$ cat src/hw/aopc_pkg.sv
// aopc_pkg: constants for the converter result-port configuration block.
// assumes a single 25 MHz system clock; all timing counts derive from it.
package aopc_pkg;
   localparam int CLK_NS = 40;
   localparam int RES_W = 18;
   // interface modes
   typedef enum logic [1:0] {
      AOPC_MODE_P18 = 2'b00,
      AOPC_MODE_P16 = 2'b01,
      AOPC_MODE_P8 = 2'b10,
      AOPC_MODE_SER = 2'b11
   } aopc_mode_t;
   // register byte addresses (word index in address[3:2])
   localparam logic [3:0] REG_CTRL = 4'h0;
   localparam logic [3:0] REG_STAT = 4'h4;
   localparam logic [3:0] REG_RES = 4'h8;
   // control field positions and reset value
   localparam int CTRL_MODE_LSB = 0;
   localparam int CTRL_CODING = 2;
   localparam int CTRL_DIV_LSB = 3;
   localparam int CTRL_EXT = 5;
   localparam int CTRL_RDC = 6;
   localparam int CTRL_W = 7;
   localparam logic [6:0] CTRL_RST = 7'h04;
   // status field positions
   localparam int STAT_BUSY = 0;
   localparam int STAT_SHIFT = 1;
   localparam int STAT_VALID = 2;
   // serial clock minimum periods in ns per divide setting
   localparam int SCLK_MIN_NS0 = 30;
   localparam int SCLK_MIN_NS1 = 60;
   localparam int SCLK_MIN_NS2 = 120;
   localparam int SCLK_MIN_NS3 = 240;
   // even cycle count, at least 2, rounded up from the minimum period
   localparam int SCLK_CYC0 = 2 * ((SCLK_MIN_NS0 + 2 * CLK_NS - 1) / (2 * CLK_NS));
   localparam int SCLK_CYC1 = 2 * ((SCLK_MIN_NS1 + 2 * CLK_NS - 1) / (2 * CLK_NS));
   localparam int SCLK_CYC2 = 2 * ((SCLK_MIN_NS2 + 2 * CLK_NS - 1) / (2 * CLK_NS));
   localparam int SCLK_CYC3 = 2 * ((SCLK_MIN_NS3 + 2 * CLK_NS - 1) / (2 * CLK_NS));
   // longest busy time in ns per divide setting, rounded down to cycles
   localparam int BUSY_MAX_NS0 = 2550;
   localparam int BUSY_MAX_NS1 = 3400;
   localparam int BUSY_MAX_NS2 = 5000;
   localparam int BUSY_MAX_NS3 = 8200;
   localparam int BUSY_CYC0 = BUSY_MAX_NS0 / CLK_NS;
   localparam int BUSY_CYC1 = BUSY_MAX_NS1 / CLK_NS;
   localparam int BUSY_CYC2 = BUSY_MAX_NS2 / CLK_NS;
   localparam int BUSY_CYC3 = BUSY_MAX_NS3 / CLK_NS;
   // pin synchroniser vector positions
   localparam int PIN_CNV = 0;
   localparam int PIN_XCLK = 1;
   localparam int PIN_CS = 2;
   localparam int PIN_FLO = 3;
   localparam int PIN_FHI = 4;
   localparam int PIN_W = 5;
   localparam logic [4:0] PIN_RST = 5'h07;
endpackage

$ cat src/hw/aopc_top.sv
// aopc_top: result-port configuration for an 18-bit sampling converter.
// assumes the conversion core runs on clk_i and pulses conv_done_i with a
// straight-binary result; pins from the host side arrive asynchronously.
// How it works
// - mode field picks 18-bit, 16-bit, byte bus, or serial output.
// - coding high gives straight binary; low inverts msb for twos complement.
// - 18-bit mode drives bit 1 on shared pin; in 16-bit and byte modes it selects format.
// - 18-bit mode drives bit 2 on second shared pin.
// - byte mode makes second shared pin a format select input; 16-bit mode reads only the first.
// - bit 3 pin is always an output; carries bit 3 in parallel modes.
// - master read-after-convert sets serial clock period from divide setting.
// - master read-after-convert caps busy at 2.55/3.40/5.00/8.20 us.
// - clock source low drives own serial clock; high follows external clock.
// - in master mode, read mode low shifts current result after; high previous during.
//
// Design decisions made here: the Avalon-MM register port and the register addresses.
`timescale 1ns/10ps
module aopc_top (
   input wire logic clk_i,
   input wire logic rstn_i,
   // avalon-mm slave
   input wire logic [3:0] avs_address_i,
   input wire logic avs_read_i,
   input wire logic avs_write_i,
   input wire logic [31:0] avs_writedata_i,
   output logic [31:0] avs_readdata_o,
   output logic avs_waitrequest_o,
   // conversion core
   input wire logic [aopc_pkg::RES_W-1:0] conv_result_i,
   input wire logic conv_done_i,
   // host pins
   input wire logic convert_start_strobe_n_i,
   input wire logic chip_select_n_i,
   input wire logic serial_data_clock_i,
   output logic serial_data_clock_o,
   output logic serial_data_clock_oe_o,
   output logic serial_result_out_o,
   output logic serial_result_out_oe_o,
   output logic busy_o,
   input wire logic bit1_or_format_select_low_i,
   output logic bit1_or_format_select_low_o,
   output logic bit1_or_format_select_low_oe_o,
   input wire logic bit2_or_format_select_high_i,
   output logic bit2_or_format_select_high_o,
   output logic bit2_or_format_select_high_oe_o,
   output logic result_bit3_o,
   output logic [aopc_pkg::RES_W-1:4] result_bus_o,
   output logic [aopc_pkg::RES_W-1:4] result_bus_oe_o,
   output logic result_bit0_o,
   output logic result_bit0_oe_o
);
   import aopc_pkg::*;

   typedef enum logic [1:0] {
      AOPC_IDLE = 2'b00,
      AOPC_CONV = 2'b01,
      AOPC_SHIFT = 2'b10
   } aopc_state_t;

   // two-flop synchronisers for all pin inputs
   logic [PIN_W-1:0] pin_meta_q, pin_sync_q, pin_prev_q;
   logic [PIN_W-1:0] pin_raw;
   assign pin_raw = {bit2_or_format_select_high_i, bit1_or_format_select_low_i, chip_select_n_i,
                     serial_data_clock_i, convert_start_strobe_n_i};
   always_ff @(posedge clk_i or negedge rstn_i) begin
      if (!rstn_i) begin
         pin_meta_q <= PIN_RST;
         pin_sync_q <= PIN_RST;
         pin_prev_q <= PIN_RST;
      end else begin
         pin_meta_q <= pin_raw;
         pin_sync_q <= pin_meta_q;
         pin_prev_q <= pin_sync_q;
      end
   end
   logic cnv_fall, xclk_rise, cs_low;
   assign cnv_fall = pin_prev_q[PIN_CNV] & ~pin_sync_q[PIN_CNV];
   assign xclk_rise = ~pin_prev_q[PIN_XCLK] & pin_sync_q[PIN_XCLK];
   assign cs_low = ~pin_sync_q[PIN_CS];

   // software-visible control and bus slave state
   logic [CTRL_W-1:0] ctrl_q, ctrl_d;
   logic wait_q, wait_d;
   logic [31:0] rdata_q, rdata_d;
   aopc_mode_t mode;
   logic coding, ext_clk, read_during_convert_select;
   logic [1:0] div_sel;
   assign mode = aopc_mode_t'(ctrl_q[CTRL_MODE_LSB +: 2]);
   assign coding = ctrl_q[CTRL_CODING];
   assign div_sel = ctrl_q[CTRL_DIV_LSB +: 2];
   assign ext_clk = ctrl_q[CTRL_EXT];
   assign read_during_convert_select = ctrl_q[CTRL_RDC];

   // conversion and shift state
   aopc_state_t state_q, state_d;
   logic [RES_W-1:0] res_q, res_d, sh_q, sh_d;
   logic valid_q, valid_d, busy_q, busy_d, shifting_q, shifting_d;
   logic [4:0] bits_q, bits_d;
   logic [2:0] ph_q, ph_d;
   logic [7:0] bcnt_q, bcnt_d;
   logic sclk_q, sclk_d, sdo_q, sdo_d;

   logic ser_mode, master, rac;
   assign ser_mode = (mode == AOPC_MODE_SER);
   assign master = ser_mode & ~ext_clk;
   assign rac = master & ~read_during_convert_select;

   // divide setting to period and busy limit
   logic [2:0] per;
   logic [7:0] busy_lim;
   always_comb begin
      unique case (div_sel)
         2'b00: begin
            per = 3'(SCLK_CYC0);
            busy_lim = 8'(BUSY_CYC0);
         end
         2'b01: begin
            per = 3'(SCLK_CYC1);
            busy_lim = 8'(BUSY_CYC1);
         end
         2'b10: begin
            per = 3'(SCLK_CYC2);
            busy_lim = 8'(BUSY_CYC2);
         end
         2'b11: begin
            per = 3'(SCLK_CYC3);
            busy_lim = 8'(BUSY_CYC3);
         end
      endcase
   end

   // coded result: core delivers straight binary
   logic [RES_W-1:0] coded;
   assign coded = {res_q[RES_W-1] ^ ~coding, res_q[RES_W-2:0]};

   // register bus: one wait cycle, then answer; writes land on the answer edge
   always_comb begin
      ctrl_d = ctrl_q;
      wait_d = 1'b1;
      rdata_d = rdata_q;
      if ((avs_read_i | avs_write_i) & wait_q) begin
         wait_d = 1'b0;
         unique case (avs_address_i)
            REG_CTRL: rdata_d = {25'h0, ctrl_q};
            REG_STAT: rdata_d = {29'h0, valid_q, shifting_q, busy_q};
            REG_RES: rdata_d = {14'h0, coded};
            default: rdata_d = 32'h0;
         endcase
      end
      if (avs_write_i & ~wait_q & (avs_address_i == REG_CTRL)) begin
         ctrl_d = avs_writedata_i[CTRL_W-1:0]; // software keeps it static
      end
   end
   always_ff @(posedge clk_i or negedge rstn_i) begin
      if (!rstn_i) begin
         ctrl_q <= CTRL_RST;
         wait_q <= 1'b1;
         rdata_q <= 32'h0;
      end else begin
         ctrl_q <= ctrl_d;
         wait_q <= wait_d;
         rdata_q <= rdata_d;
      end
   end

   // conversion sequencing, busy and the serial shifter
   always_comb begin
      state_d = state_q;
      res_d = res_q;
      sh_d = sh_q;
      valid_d = valid_q;
      busy_d = busy_q;
      shifting_d = shifting_q;
      bits_d = bits_q;
      ph_d = ph_q;
      bcnt_d = bcnt_q;
      sclk_d = 1'b0;
      sdo_d = sdo_q;
      if (busy_q) begin
         bcnt_d = bcnt_q + 8'h01;
      end
      // master clock: low half then high half; data moves at period start
      if (master & shifting_q) begin
         ph_d = (ph_q == per - 3'h1) ? 3'h0 : ph_q + 3'h1;
         sclk_d = (ph_d >= (per >> 1));
         if (ph_q == per - 3'h1) begin
            if (bits_q == 5'(RES_W - 1)) begin
               shifting_d = 1'b0;
               ph_d = 3'h0;
               sclk_d = 1'b0;
            end else begin
               bits_d = bits_q + 5'h01;
               sh_d = {sh_q[RES_W-2:0], 1'b0};
               sdo_d = sh_q[RES_W-2];
            end
         end
      end
      // slave: shift on external clock while chip select is low
      if (ser_mode & ext_clk & cs_low & xclk_rise) begin
         sh_d = {sh_q[RES_W-2:0], 1'b0};
         sdo_d = sh_q[RES_W-2];
      end
      unique case (state_q)
         AOPC_IDLE: begin
            if (cnv_fall) begin
               state_d = AOPC_CONV;
               busy_d = 1'b1;
               bcnt_d = 8'h00;
               if (master & read_during_convert_select) begin // previous result during conversion
                  sh_d = coded;
                  sdo_d = coded[RES_W-1];
                  shifting_d = valid_q;
                  bits_d = 5'h00;
                  ph_d = 3'h0;
               end
            end
         end
         AOPC_CONV: begin
            if (conv_done_i) begin
               res_d = conv_result_i;
               valid_d = 1'b1;
               if (rac) begin // current result after conversion
                  state_d = AOPC_SHIFT;
                  sh_d = {conv_result_i[RES_W-1] ^ ~coding, conv_result_i[RES_W-2:0]};
                  sdo_d = conv_result_i[RES_W-1] ^ ~coding;
                  shifting_d = 1'b1;
                  bits_d = 5'h00;
                  ph_d = 3'h0;
               end else begin
                  state_d = AOPC_IDLE;
                  busy_d = 1'b0;
                  if (ser_mode & ext_clk) begin
                     sh_d = {conv_result_i[RES_W-1] ^ ~coding, conv_result_i[RES_W-2:0]};
                     sdo_d = conv_result_i[RES_W-1] ^ ~coding;
                  end
               end
            end
         end
         AOPC_SHIFT: begin
            if (~shifting_q) begin
               state_d = AOPC_IDLE;
               busy_d = 1'b0;
            end
         end
         default: state_d = AOPC_IDLE;
      endcase
      // hard cap on busy in read-after-convert; a late shift is cut short
      if (rac & busy_q & (bcnt_q >= busy_lim - 8'h01)) begin
         state_d = AOPC_IDLE;
         busy_d = 1'b0;
         shifting_d = 1'b0;
         sclk_d = 1'b0;
      end
   end
   always_ff @(posedge clk_i or negedge rstn_i) begin
      if (!rstn_i) begin
         state_q <= AOPC_IDLE;
         res_q <= 18'h00000;
         sh_q <= 18'h00000;
         valid_q <= 1'b0;
         busy_q <= 1'b0;
         shifting_q <= 1'b0;
         bits_q <= 5'h00;
         ph_q <= 3'h0;
         bcnt_q <= 8'h00;
         sclk_q <= 1'b0;
         sdo_q <= 1'b0;
      end else begin
         state_q <= state_d;
         res_q <= res_d;
         sh_q <= sh_d;
         valid_q <= valid_d;
         busy_q <= busy_d;
         shifting_q <= shifting_d;
         bits_q <= bits_d;
         ph_q <= ph_d;
         bcnt_q <= bcnt_d;
         sclk_q <= sclk_d;
         sdo_q <= sdo_d;
      end
   end

   // parallel word selection; format selects are read only where they are inputs
   logic [1:0] fmt;
   logic [RES_W-1:0] word;
   assign fmt = {pin_sync_q[PIN_FHI], pin_sync_q[PIN_FLO]};
   always_comb begin
      word = coded;
      unique case (mode)
         AOPC_MODE_P18: word = coded;
         AOPC_MODE_P16: word = fmt[0] ? {2'b00, coded[1:0], 14'h0000} : {2'b00, coded[RES_W-1:2]};
         AOPC_MODE_P8: begin
            unique case (fmt)
               2'b00: word = {10'h000, coded[17:10]};
               2'b01: word = {10'h000, coded[9:2]};
               2'b10: word = {10'h000, coded[1:0], 6'h00};
               2'b11: word = 18'h00000;
            endcase
         end
         AOPC_MODE_SER: word = 18'h00000;
      endcase
   end

   // pin drivers, all registered
   logic par, p18;
   assign par = ~ser_mode;
   assign p18 = (mode == AOPC_MODE_P18);
   always_ff @(posedge clk_i or negedge rstn_i) begin
      if (!rstn_i) begin
         avs_readdata_o <= 32'h0;
         avs_waitrequest_o <= 1'b1;
         busy_o <= 1'b0;
         serial_data_clock_o <= 1'b0;
         serial_data_clock_oe_o <= 1'b0;
         serial_result_out_o <= 1'b0;
         serial_result_out_oe_o <= 1'b0;
         result_bit0_o <= 1'b0;
         result_bit0_oe_o <= 1'b0;
         bit1_or_format_select_low_o <= 1'b0;
         bit1_or_format_select_low_oe_o <= 1'b0;
         bit2_or_format_select_high_o <= 1'b0;
         bit2_or_format_select_high_oe_o <= 1'b0;
         result_bit3_o <= 1'b0;
         result_bus_o <= 14'h0000;
         result_bus_oe_o <= 14'h0000;
      end else begin
         avs_readdata_o <= rdata_d;
         avs_waitrequest_o <= wait_d;
         busy_o <= busy_d;
         serial_data_clock_o <= sclk_d;
         serial_data_clock_oe_o <= master;
         serial_result_out_o <= sdo_d;
         serial_result_out_oe_o <= master | (ser_mode & ext_clk & cs_low);
         result_bit0_o <= word[0];
         result_bit0_oe_o <= par;
         bit1_or_format_select_low_o <= word[1];
         bit1_or_format_select_low_oe_o <= p18;
         bit2_or_format_select_high_o <= word[2];
         bit2_or_format_select_high_oe_o <= p18;
         result_bit3_o <= par & word[3];
         result_bus_o <= word[RES_W-1:4];
         result_bus_oe_o <= {14{par}};
      end
   end
endmodule // aopc_top

$ cat config.mk
export PLATFORM = sky130hd
export DESIGN_NAME = aopc_top
export DESIGN_NICKNAME = d
export VERILOG_FILES = /design/src/hw/aopc_pkg.sv /design/src/hw/aopc_top.sv
export SDC_FILE = /design/constraint.sdc
export NUM_CORES = 1
export LEC_CHECK = 0
export ABC_AREA = 0
export BUFFER_PORTS_ARGS = -buffer_cell sky130_fd_sc_hd__buf_2
export CAP_MARGIN = 20
export CORE_MARGIN = 5
export CORE_UTILIZATION = 40
export DETAILED_ROUTE_END_ITERATION = 10
export SETUP_SLACK_MARGIN = 0.02
export SYNTH_ARGS = -nofsm -noshare
export SYNTH_HDL_FRONTEND = slang
export SYNTH_SLANG_ARGS = --single-unit
$ cat constraint.sdc
create_clock -name clk_i -period 2.5 [get_ports clk_i]
set_input_delay 0.75 -clock clk_i [delete_from_list [all_inputs] [get_ports clk_i]]
set_output_delay 0.75 -clock clk_i [all_outputs]
set_load 0.02 [all_outputs]
==> results of run 1 <==
==> metrics by stage <==
step	instance area [sq um]	hold slack [ns]	total power [mW]	util, %
after floorplan	5800	0.331	4.32	-
after global placement	6300	0.339	4.98	45.0
after detailed placement	6300	0.336	5.06	45.0
after CTS	6910	0.335	7.60	49.4
after global routing	6910	0.350	7.98	49.4
final	6910	0.317	7.54	49.4
==> Yosys cell counts, types with 2 or more instances <==
| library cell | n | area, sq um |
|---|---|---|
| ha_1 | 15 | 188 |
| buf_2 | 3 | 15.0 |
| a21oi_1 | 15 | 75.1 |
| xnor2_1 | 6 | 52.6 |
| mux2_2 | 7 | 78.8 |
| dfstp_2 | 10 | 263 |
| xor2_1 | 7 | 61.3 |
| nor3_1 | 10 | 50.1 |
| and2_1 | 6 | 37.5 |
| nor3b_1 | 2 | 15.0 |
| and3_1 | 3 | 18.8 |
| nor2b_1 | 11 | 68.8 |
| nand4_1 | 2 | 12.5 |
| nand2b_1 | 10 | 62.6 |
| nand3_1 | 12 | 60.1 |
| o22ai_1 | 3 | 18.8 |
| a22o_1 | 13 | 114 |
| clkbuf_1 | 20 | 75.1 |
| and3b_1 | 2 | 17.5 |
| o21ai_0 | 27 | 135 |
| o211ai_1 | 2 | 15.0 |
| a2bb2oi_1 | 2 | 17.5 |
| buf_4 | 30 | 225 |
| and4bb_2 | 2 | 25.0 |
| a31oi_1 | 6 | 37.5 |
| nand2_1 | 81 | 304 |
| inv_1 | 16 | 60.1 |
| a211oi_1 | 4 | 30.0 |
| nor2_1 | 31 | 116 |
| dfrtp_1 | 108 | 2700 |
| buf_6 | 2 | 22.5 |
| mux2i_1 | 29 | 290 |
| a222oi_1 | 4 | 40.0 |
| o21ai_1 | 9 | 45.0 |
| buf_1 | 3 | 11.3 |
| a32oi_1 | 16 | 140 |
==> area by class of cell <==
cell class	count	area, sq um	share of cell area, %
sequential	118	2970	42.9
tap	180	225	3.26
multi-input combinational	374	2410	34.9
timing repair buffer	113	633	9.17
clock buffer	23	488	7.07
inverter	16	60.1	0.870
clock inverter	9	123	1.78
==> registers in the layout (all words and copies together), names as in the netlist, 2 cells and up <==
name,flops
ph_q,3
bcnt_q,8
avs_readdata_o,18
ctrl_q,7
res_q,18
pin_meta_q,5
state_q,2
sh_q,17
result_bus_o,14
pin_sync_q,5
pin_prev_q,2
bits_q,5
==> final timing paths <==
kind / start / endpoint / slack [ns] / depth (start not counted)
setup / recovery: ctrl_q[3]$_DFFE_PN0P_ / sh_q[11]$_DFF_PN0_ / 0.38 / 7
hold / removal: rstn_i / res_q[9]$_DFFE_PN0P_ / 0.32 / 1
hold reg to reg: pin_meta_q[3]$_DFF_PN0_ / pin_sync_q[3]$_DFF_PN0_ / 0.35 / 0
max in group asynchronous: rstn_i / pin_meta_q[1]$_DFF_PN1_ / 1.51 / 2
min in group clk_i: pin_meta_q[3]$_DFF_PN0_ / pin_sync_q[3]$_DFF_PN0_ / 0.35 / 0
setup reg to reg: ctrl_q[3]$_DFFE_PN0P_ / sh_q[11]$_DFF_PN0_ / 0.38 / 7
==> critical path: cells and delay by family (launching register included) <==
family	cells	cell delay, ns
buffers and inverters	2	0.52
flip-flops	1	0.50
AND/OR/NAND/NOR	1	0.37
AO/OA/AOI/OAI	3	0.34
multiplexers	1	0.24
==> logic make-up (layout without fill, tap and decap cells) <==
| kind of cell | Yosys count | count (layout) |
|---|---|---|
| AND/OR/NAND/NOR | 183 | 183 |
| flip-flops | 118 | 118 |
| other | 1 | 14 |
| XOR/XNOR | 13 | 13 |
| buffers and inverters | 75 | 161 |
| multiplexers | 36 | 36 |
| AO/OA/AOI/OAI | 113 | 113 |
| adder cells (fa/ha/maj) | 15 | 15 |
==> power breakdown <==
part | internal, mW | total (mW) | switching (mW)
Combinational | 0.808 | 1.99 | 1.18
Clock | 1.66 | 2.51 | 0.846
Sequential | 2.43 | 3.05 | 0.614
Total | 4.90 | 7.54 | 2.64
==> per-layer routing <==
| metal | wire (um) | vias to the layer above |
|---|---|---|
| met5 | 0 | - |
| met3 | 816 | 25 |
| met4 | 245 | 0 |
| met2 | 7320 | 142 |
| met1 | 6170 | 2148 |
| li1 | - | 2081 |
==> flow_summary_export.csv, run 1 <==
group,metric,value,unit
status,status,"finished clean",
global_routing,grt_use_total,17.7,%
logic_synthesis,synth-xor-area-share,1.98,%
timing,setup_violations,0,
clock_tree,clock_latency,0.42,ns
route,wl,14600,um
clock_tree,ctsHoldBuffers,0,
worst_setup_path,critPathSlowestCell,"dfrtp_1",
layout,fillers,1296,
global_routing,antenna_found_initial,0,
logic_synthesis,yosys.area_share.simple,15.6,%
clock_tree,tritoncts,"done",
layout,layout.nets,719,
logic_synthesis,synth_fa_ha_area_share,3.26,%
layout,num_antenna_cells,0,
flow_run,drv_cap,0,
place,finalWeightedCongestion,0.795,
die,pin_count,137,
route,first_iter_violations,348,
clock_tree,htree_levels,4,
clock_tree,numCtsBuffers,17,
global_routing,grt-ovfl-total,0,
clock_tree,cts.clk_slew.worst_paths,0.06,ns
logic_synthesis,ys_types,61,
worst_setup_path,crit_chain,"and4bb_1, o31ai_4, buf_4, o31ai_4, buf_4, mux2i_1, o21ai_1",
place,pre_cts_ws,0.379,ns
clock_tree,ctsResizeCount,0,
worst_setup_path,cp.required,2.79,ns
logic_synthesis,synth_top_family_by_area,"simple AND/OR/NAND/NOR gates",
worst_setup_path,critPathCaptureType,"flip-flop",
timing,min_period,2.12,ns
place,dpl.hpwl,10300,um
route,postRouteAntennaNets,0,
clock_tree,ctsLongestPathBuffers,2,
timing,rsz0062_at_grt,"no",
die,core_region_area,14000,sq um
clock_tree,cts_sinks,118,
layout,final_cells,833,
timing,max_slew_margin,60.4,%
worst_setup_path,critPathLaunchType,"flip-flop",
worst_setup_path,cp_max_fo,18,
logic_synthesis,async_reset_ff_share,100,%
die,die_area,16900,sq um
worst_setup_path,worstPathArrival,2.41,ns
global_routing,grt_use_met1,22.4,%
logic_synthesis,syn_area_per_cell,10.4,sq um
timing,finalHoldViolCount,0,
layout,drive_above_1_share,26.3,%
layout,most-common-layout-cells,"dfrtp_1 (108), buf_2 (96), nand2_1 (81)",
global_routing,grt.busiest_layer,"met2",
global_routing,use_met3,4.58,%
power_and_ir_drop,power.density,1090,nW/um^2
logic_synthesis,yosys_most_used_dff,"dfrtp_1",
timing,final.setup.tns,0,ns
route,detail_route.first_pass.iterations,5,
logic_synthesis,synth_cells,554,
worst_setup_path,path_class,"flip-flop to flip-flop",
worst_setup_path,slowest_delay,0.50,ns
place,placedCellCount,801,
logic_synthesis,ys_ff_latch,118,
timing,min_period_over_period,84.9,%
place,port_buffers,97,
logic_synthesis,syn_area,5750,sq um
global_routing,grt_max_degree,43,
timing,tightest_slew,0.589,ns
layout,layout_commonest_cell,"dfrtp_1",
die,start_util,41.1,%
die,die_h,130,um
timing,fin_ws,0.378,ns
timing,slew_viol_final,0,
die,row_count,43,
power_and_ir_drop,leakage,3.28,nW
global_routing,met2_usage,29.2,%
logic_synthesis,synth_seq_area_share,51.6,%
timing,max_freq,471,MHz
logic_synthesis,synth.area.mux_share,6.42,%
logic_synthesis,synth_warnings,0,
clock_tree,post_cts_buffers,0,
logic_synthesis,synth-edff-count,0,
route,route.vias.total,4396,
die,die_x,130,um
layout,syn_to_final_growth,20.1,%
power_and_ir_drop,max-vdd-ir-drop,0.645,mV
timing,skew,0.00816,ns
clock_tree,root_buffer,"clkbuf_16",
hold_path,hp-class,"input pin to asynchronous set/reset pin",
route,wl_per_cell,17.5,um
route,drcViolationCount,0,
route,avgViaCountPerCell,5.28,
global_routing,grt_pass1_wl,23000,um
logic_synthesis,synth_compound_area_share,13.7,%
global_routing,grt_pass1_vias,4366,
Note: power is estimated with default switching activity, not from simulation.
==> run 2, diff against run 1 <==
==> constraint.sdc (replaced) <==
create_clock -name clk_i -period 2.2 [get_ports clk_i]
set_input_delay 0.66 -clock clk_i [delete_from_list [all_inputs] [get_ports clk_i]]
set_output_delay 0.66 -clock clk_i [all_outputs]
set_load 0.02 [all_outputs]
==> run 2 against run 1 <==
Effect of this change:
- register-to-register slack got worse by 0.21 ns
- non-clock buffer count increased by 6
- highest routed layer unchanged
- via count decreased by 0.66%
- wire length decreased by 2.3%
==> flow_summary_export.csv, run 2 (same netlist as run 1, synthesis figures left out) <==
group,metric,value,unit
timing,min_period,2.03,ns
layout,multiInputGateArea,2410,sq um
clock_tree,ctsLongestPathBuffers,2,
clock_tree,tritoncts,"done",
worst_setup_path,critPathCaptureType,"flip-flop",
die,core_region_area,14000,sq um
clock_tree,root_buffer,"clkbuf_16",
clock_tree,ctsResizeCount,0,
worst_setup_path,critPathLaunchType,"flip-flop",
worst_setup_path,r2r-start,"ctrl_q[4]$_DFFE_PN0P_",
route,route.vias.total,4367,
global_routing,grt_max_degree,43,
layout,num_antenna_cells,0,
layout,seqCellArea,2970,sq um
timing,max_freq,493,MHz
timing,rsz0062_at_grt,"no",
worst_setup_path,cp_max_fo,10,
worst_setup_path,worstPathArrival,2.34,ns
die,die_x,130,um
clock_tree,cts.clk_slew.worst_paths,0.06,ns
timing,slew_viol_final,0,
route,wl,14200,um
global_routing,antenna_found_initial,0,
layout,layout.nets,725,
global_routing,grt-ovfl-total,0,
timing,setup_violations,0,
worst_setup_path,r2r-end,"bits_q[1]$_DFF_PN0_",
place,port_buffers,97,
power_and_ir_drop,total_power,8.56,mW
route,wl_per_cell,16.9,um
flow_run,drv_cap,0,
power_and_ir_drop,power.density,1230,nW/um^2
layout,largestRegisters,"avs_readdata_o (18), res_q (18), sh_q (17)",
layout,layout_commonest_cell,"dfrtp_1",
clock_tree,post_cts_buffers,0,
route,detail_route.first_pass.iterations,6,
die,die_h,130,um
clock_tree,clock_latency,0.42,ns
die,row_count,43,
power_and_ir_drop,leakage,3.30,nW
place,finalWeightedCongestion,0.857,
route,avgViaCountPerCell,5.21,
timing,max_slew_margin,62.0,%
worst_setup_path,timing.reg2reg.setup_slack,0.17,ns
clock_tree,numCtsBuffers,17,
timing,finalHoldViolCount,0,
worst_setup_path,r2r_cells,7,
timing,min_period_over_period,92.1,%
timing,tightest_slew,0.565,ns
worst_setup_path,cpMostUsedCell,"buf_4",
status,status,"finished clean",
route,postRouteAntennaNets,0,
place,dpl.hpwl,10400,um
clock_tree,cts_sinks,118,
worst_setup_path,critPathSlowestCell,"dfrtp_1",
power_and_ir_drop,max-vdd-ir-drop,0.697,mV
layout,fin_util,49.9,%
die,pin_count,137,
route,drcViolationCount,0,
hold_path,hp-class,"input pin to asynchronous set/reset pin",
worst_setup_path,cp.required,2.51,ns
route,first_iter_violations,352,
worst_setup_path,slowest_delay,0.55,ns
global_routing,grt_pass1_vias,4283,
layout,drive_above_1_share,27.2,%
global_routing,grt_use_total,17.5,%
layout,fillers,1259,
layout,syn_to_final_growth,21.3,%
worst_setup_path,cp-endpoint,"bits_q[1]$_DFF_PN0_",
timing,final.setup.tns,0,ns
die,start_util,41.1,%
clock_tree,ctsHoldBuffers,0,
clock_tree,htree_levels,4,
worst_setup_path,crit_chain,"and4b_4, o31ai_4, buf_4, nor3_1, buf_4, nor2_1, a211oi_1",
timing,skew,0.00628,ns
global_routing,grt_pass1_wl,22600,um
die,die_area,16900,sq um
worst_setup_path,crit_start,"ctrl_q[4]$_DFFE_PN0P_",
layout,most-common-layout-cells,"dfrtp_1 (108), buf_2 (96), nand2_1 (81)",
worst_setup_path,path_class,"flip-flop to flip-flop",
==> run 2: changes by cell type in the layout (fill, tap and decap cells not counted), sizes merged <==
cell / before / now
clkinvlp: 1 / 4
clkbuf: 23 / 20
buf: 113 / 119
==> run 2: metal layers <==
metal	vias to the layer above	global-route usage (%)	wire length, um
li1	2090	-	-
met1	2138	22.1	6030
met2	115	29.1	7220
met3	24	4.46	710
met4	0	6.30	258
met5	-	0	0
==> run 2: cell type report <==
| cell class | count | share of cell area (%) |
|---|---|---|
| clock inverters | 12 | 2.19 |
| well taps | 180 | 3.23 |
| repair buffers | 119 | 10.1 |
| clock buffers | 20 | 6.55 |
| multi-input cells | 374 | 34.6 |
| inverters | 16 | 0.861 |
| flip-flops and latches | 118 | 42.5 |
==> run 2: power breakdown <==
group	internal [mW]	switching (mW)
Sequential	2.76	0.693
Combinational	0.946	1.34
Clock	1.83	0.987
==> run 2: worst min path at each step <==
stage                       startpoint                 endpoint  slack, ns
6_report                        rstn_i    res_q[12]$_DFFE_PN0P_       0.11
3_5_place_dp   pin_meta_q[3]$_DFF_PN0_  pin_sync_q[3]$_DFF_PN0_       0.34
5_1_grt                         rstn_i    res_q[13]$_DFFE_PN0P_       0.11
4_1_cts                         rstn_i    res_q[12]$_DFFE_PN0P_       0.11
2_1_floorplan  pin_meta_q[3]$_DFF_PN0_  pin_sync_q[3]$_DFF_PN0_       0.33
3_3_place_gp   pin_meta_q[4]$_DFF_PN0_  pin_sync_q[4]$_DFF_PN0_       0.34
==> run 2: critical path, delay by kind of cell (launching register included) <==
family                 cells  cell delay [ns]
AO/OA/AOI/OAI              2             0.27
flip-flops                 1             0.55
AND/OR/NAND/NOR            3             0.72
buffers and inverters      2             0.39
==> run 2: metrics by stage <==
stage / hold WS (ns) / cells / setup slack, ns / cell area, sq um
2_1_floorplan: 0.331 / 567 / 0.169 / 5800
3_3_place_gp: 0.337 / 807 / 0.228 / 6370
3_5_place_dp: 0.336 / 807 / 0.175 / 6370
4_1_cts: 0.107 / 839 / 0.173 / 6980
5_1_grt: 0.114 / 839 / 0.0423 / 6980
6_report: 0.110 / 839 / 0.173 / 6980
==> run 3, diff against run 2 <==
--- a/config.mk
+++ b/config.mk
@@ -8,6 +8,7 @@
 export ABC_AREA = 0
 export BUFFER_PORTS_ARGS = -buffer_cell sky130_fd_sc_hd__buf_2
 export CAP_MARGIN = 20
+export CORE_ASPECT_RATIO = 0.5
 export CORE_MARGIN = 5
 export CORE_UTILIZATION = 40
 export DETAILED_ROUTE_END_ITERATION = 10
==> run 3 against run 2 <==
Effect of this change:
- clock skew is 0.0052 ns higher
- first-iteration DRC count decreased by 15%
- sequential power is essentially flat
- clock power about the same
- register-to-register slack improved by 0.03 ns
- via count decreased by 0.66%
- clock-buffer cell count stayed put
- maximum frequency rose by 1.5%
- non-clock buffer count fell by 1
==> flow_summary_export.csv, run 3 (same netlist as run 1, synthesis figures left out) <==
group,metric,value,unit
timing,min_period,2.00,ns
die,pin_count,137,
clock_tree,tritoncts,"done",
timing,rsz0062_at_grt,"no",
layout,multiInputGateArea,2420,sq um
worst_setup_path,crit_chain,"and4bb_1, o31ai_4, buf_4, o31ai_4, buf_12, mux2i_1, o21ai_1",
worst_setup_path,path_class,"flip-flop to flip-flop",
route,postRouteAntennaNets,0,
timing,min_period_over_period,90.8,%
worst_setup_path,critPathSlowestCell,"dfrtp_1",
route,first_iter_violations,299,
timing,max_slew_margin,62.4,%
hold_path,hp-class,"input pin to asynchronous set/reset pin",
layout,largestRegisters,"avs_readdata_o (18), res_q (18), sh_q (17)",
layout,most-common-layout-cells,"dfrtp_1 (108), buf_2 (96), nand2_1 (81)",
die,die_x,180,um
power_and_ir_drop,max-vdd-ir-drop,0.653,mV
status,status,"finished clean",
route,route.vias.total,4338,
global_routing,grt_pass1_wl,23000,um
timing,finalHoldViolCount,0,
layout,layout.nets,724,
route,drcViolationCount,0,
die,start_util,40.3,%
layout,seqCellArea,2970,sq um
place,dpl.hpwl,9820,um
global_routing,grt_use_total,16.9,%
worst_setup_path,cpMostUsedCell,"o31ai_4",
clock_tree,clock_latency,0.41,ns
route,wl,14000,um
clock_tree,root_buffer,"clkbuf_16",
clock_tree,htree_levels,4,
clock_tree,cts.clk_slew.worst_paths,0.06,ns
timing,slew_viol_final,0,
die,die_area,17000,sq um
worst_setup_path,critPathCaptureType,"flip-flop",
clock_tree,ctsHoldBuffers,0,
global_routing,grt_pass1_vias,4371,
timing,final.setup.tns,0,ns
power_and_ir_drop,power.density,1230,nW/um^2
worst_setup_path,cp_max_fo,18,
power_and_ir_drop,leakage,3.30,nW
die,core_region_area,14300,sq um
layout,fillers,1351,
global_routing,grt_max_degree,65,
route,avgViaCountPerCell,5.07,
layout,syn_to_final_growth,21.4,%
place,finalWeightedCongestion,0.792,
place,port_buffers,97,
layout,layout_commonest_cell,"dfrtp_1",
worst_setup_path,worstPathArrival,2.28,ns
global_routing,grt-ovfl-total,0,
worst_setup_path,critPathLaunchType,"flip-flop",
worst_setup_path,cp.required,2.48,ns
die,row_count,31,
flow_run,drv_cap,0,
clock_tree,numCtsBuffers,17,
clock_tree,cts_sinks,118,
timing,tightest_slew,0.559,ns
timing,skew,0.0115,ns
power_and_ir_drop,total_power,8.56,mW
route,detail_route.first_pass.iterations,5,
timing,max_freq,501,MHz
worst_setup_path,slowest_delay,0.47,ns
clock_tree,ctsLongestPathBuffers,2,
route,wl_per_cell,16.3,um
layout,num_antenna_cells,0,
global_routing,antenna_found_initial,0,
timing,setup_violations,0,
die,die_h,94.8,um
layout,drive_above_1_share,27.4,%
-- run 3: where the power goes --
group	internal (mW)	leakage (nW)	switching (mW)
logic	0.935	1.53	1.36
registers	2.76	1.48	0.671
clock network	1.84	0.292	0.992
total	5.53	3.30	3.02
-- run 3: path summary, 6_finish.rpt --
path                       slack [ns]  cells after the start                     from                    endpoint
max                              0.20                      7    ctrl_q[3]$_DFFE_PN0P_           sh_q[7]$_DFF_PN0_
min                              0.25                      2                   rstn_i  result_bus_o[12]$_DFF_PN0_
max reg2reg                      0.20                      7    ctrl_q[3]$_DFFE_PN0P_           sh_q[7]$_DFF_PN0_
min reg2reg                      0.35                      0  pin_meta_q[0]$_DFF_PN1_     pin_sync_q[0]$_DFF_PN1_
max in group asynchronous        1.60                      2                   rstn_i     pin_meta_q[0]$_DFF_PN1_
min in group clk_i               0.35                      1      serial_data_clock_i     pin_meta_q[1]$_DFF_PN1_
-- run 3: final cells by class --
class / instances / share of cell area, %
tap: 198 / 3.55
clock buffer: 20 / 6.54
multi-input combinational: 374 / 34.6
clock inverter: 12 / 2.15
timing repair buffer: 118 / 9.78
sequential: 118 / 42.5
inverter: 16 / 0.860
-- run 3: repair_timing --
item,in CTS,in global routing
gates resized for setup,0,2
setup buffers,0,0
setup endpoints to repair,0,3
-- run 3: routing by layer --
layer / GRT usage [%] / wire, um / vias to the layer above / part of all wire, %
li1: - / - / 2094 / -
met1: 22.4 / 6540 / 2099 / 47
met2: 27.2 / 6530 / 124 / 47
met3: 3.77 / 718 / 21 / 5.1
met4: 6.59 / 203 / 0 / 1.5
met5: 0 / 0 / - / 0
-- run 3: worst max-delay path, delay by kind of cell (launching register included) --
kind            cells  cell delay (ns)
compound gates      3             0.41
buf+inv             2             0.40
flops               1             0.47
mux                 1             0.22
simple gates        1             0.36
-- run 3: stage by stage --
stage                     util, %  worst slack [ns]  std cells  instance area, sq um  hold slack (ns)
after CTS                    48.9             0.156        856                  6980            0.258
after floorplan                 -             0.169        567                  5800            0.331
final                        48.9             0.203        856                  6980            0.249
after global placement       44.6             0.198        824                  6370            0.334
after detailed placement     44.6             0.199        824                  6370            0.336
after global routing         48.9            0.0512        856                  6980            0.265
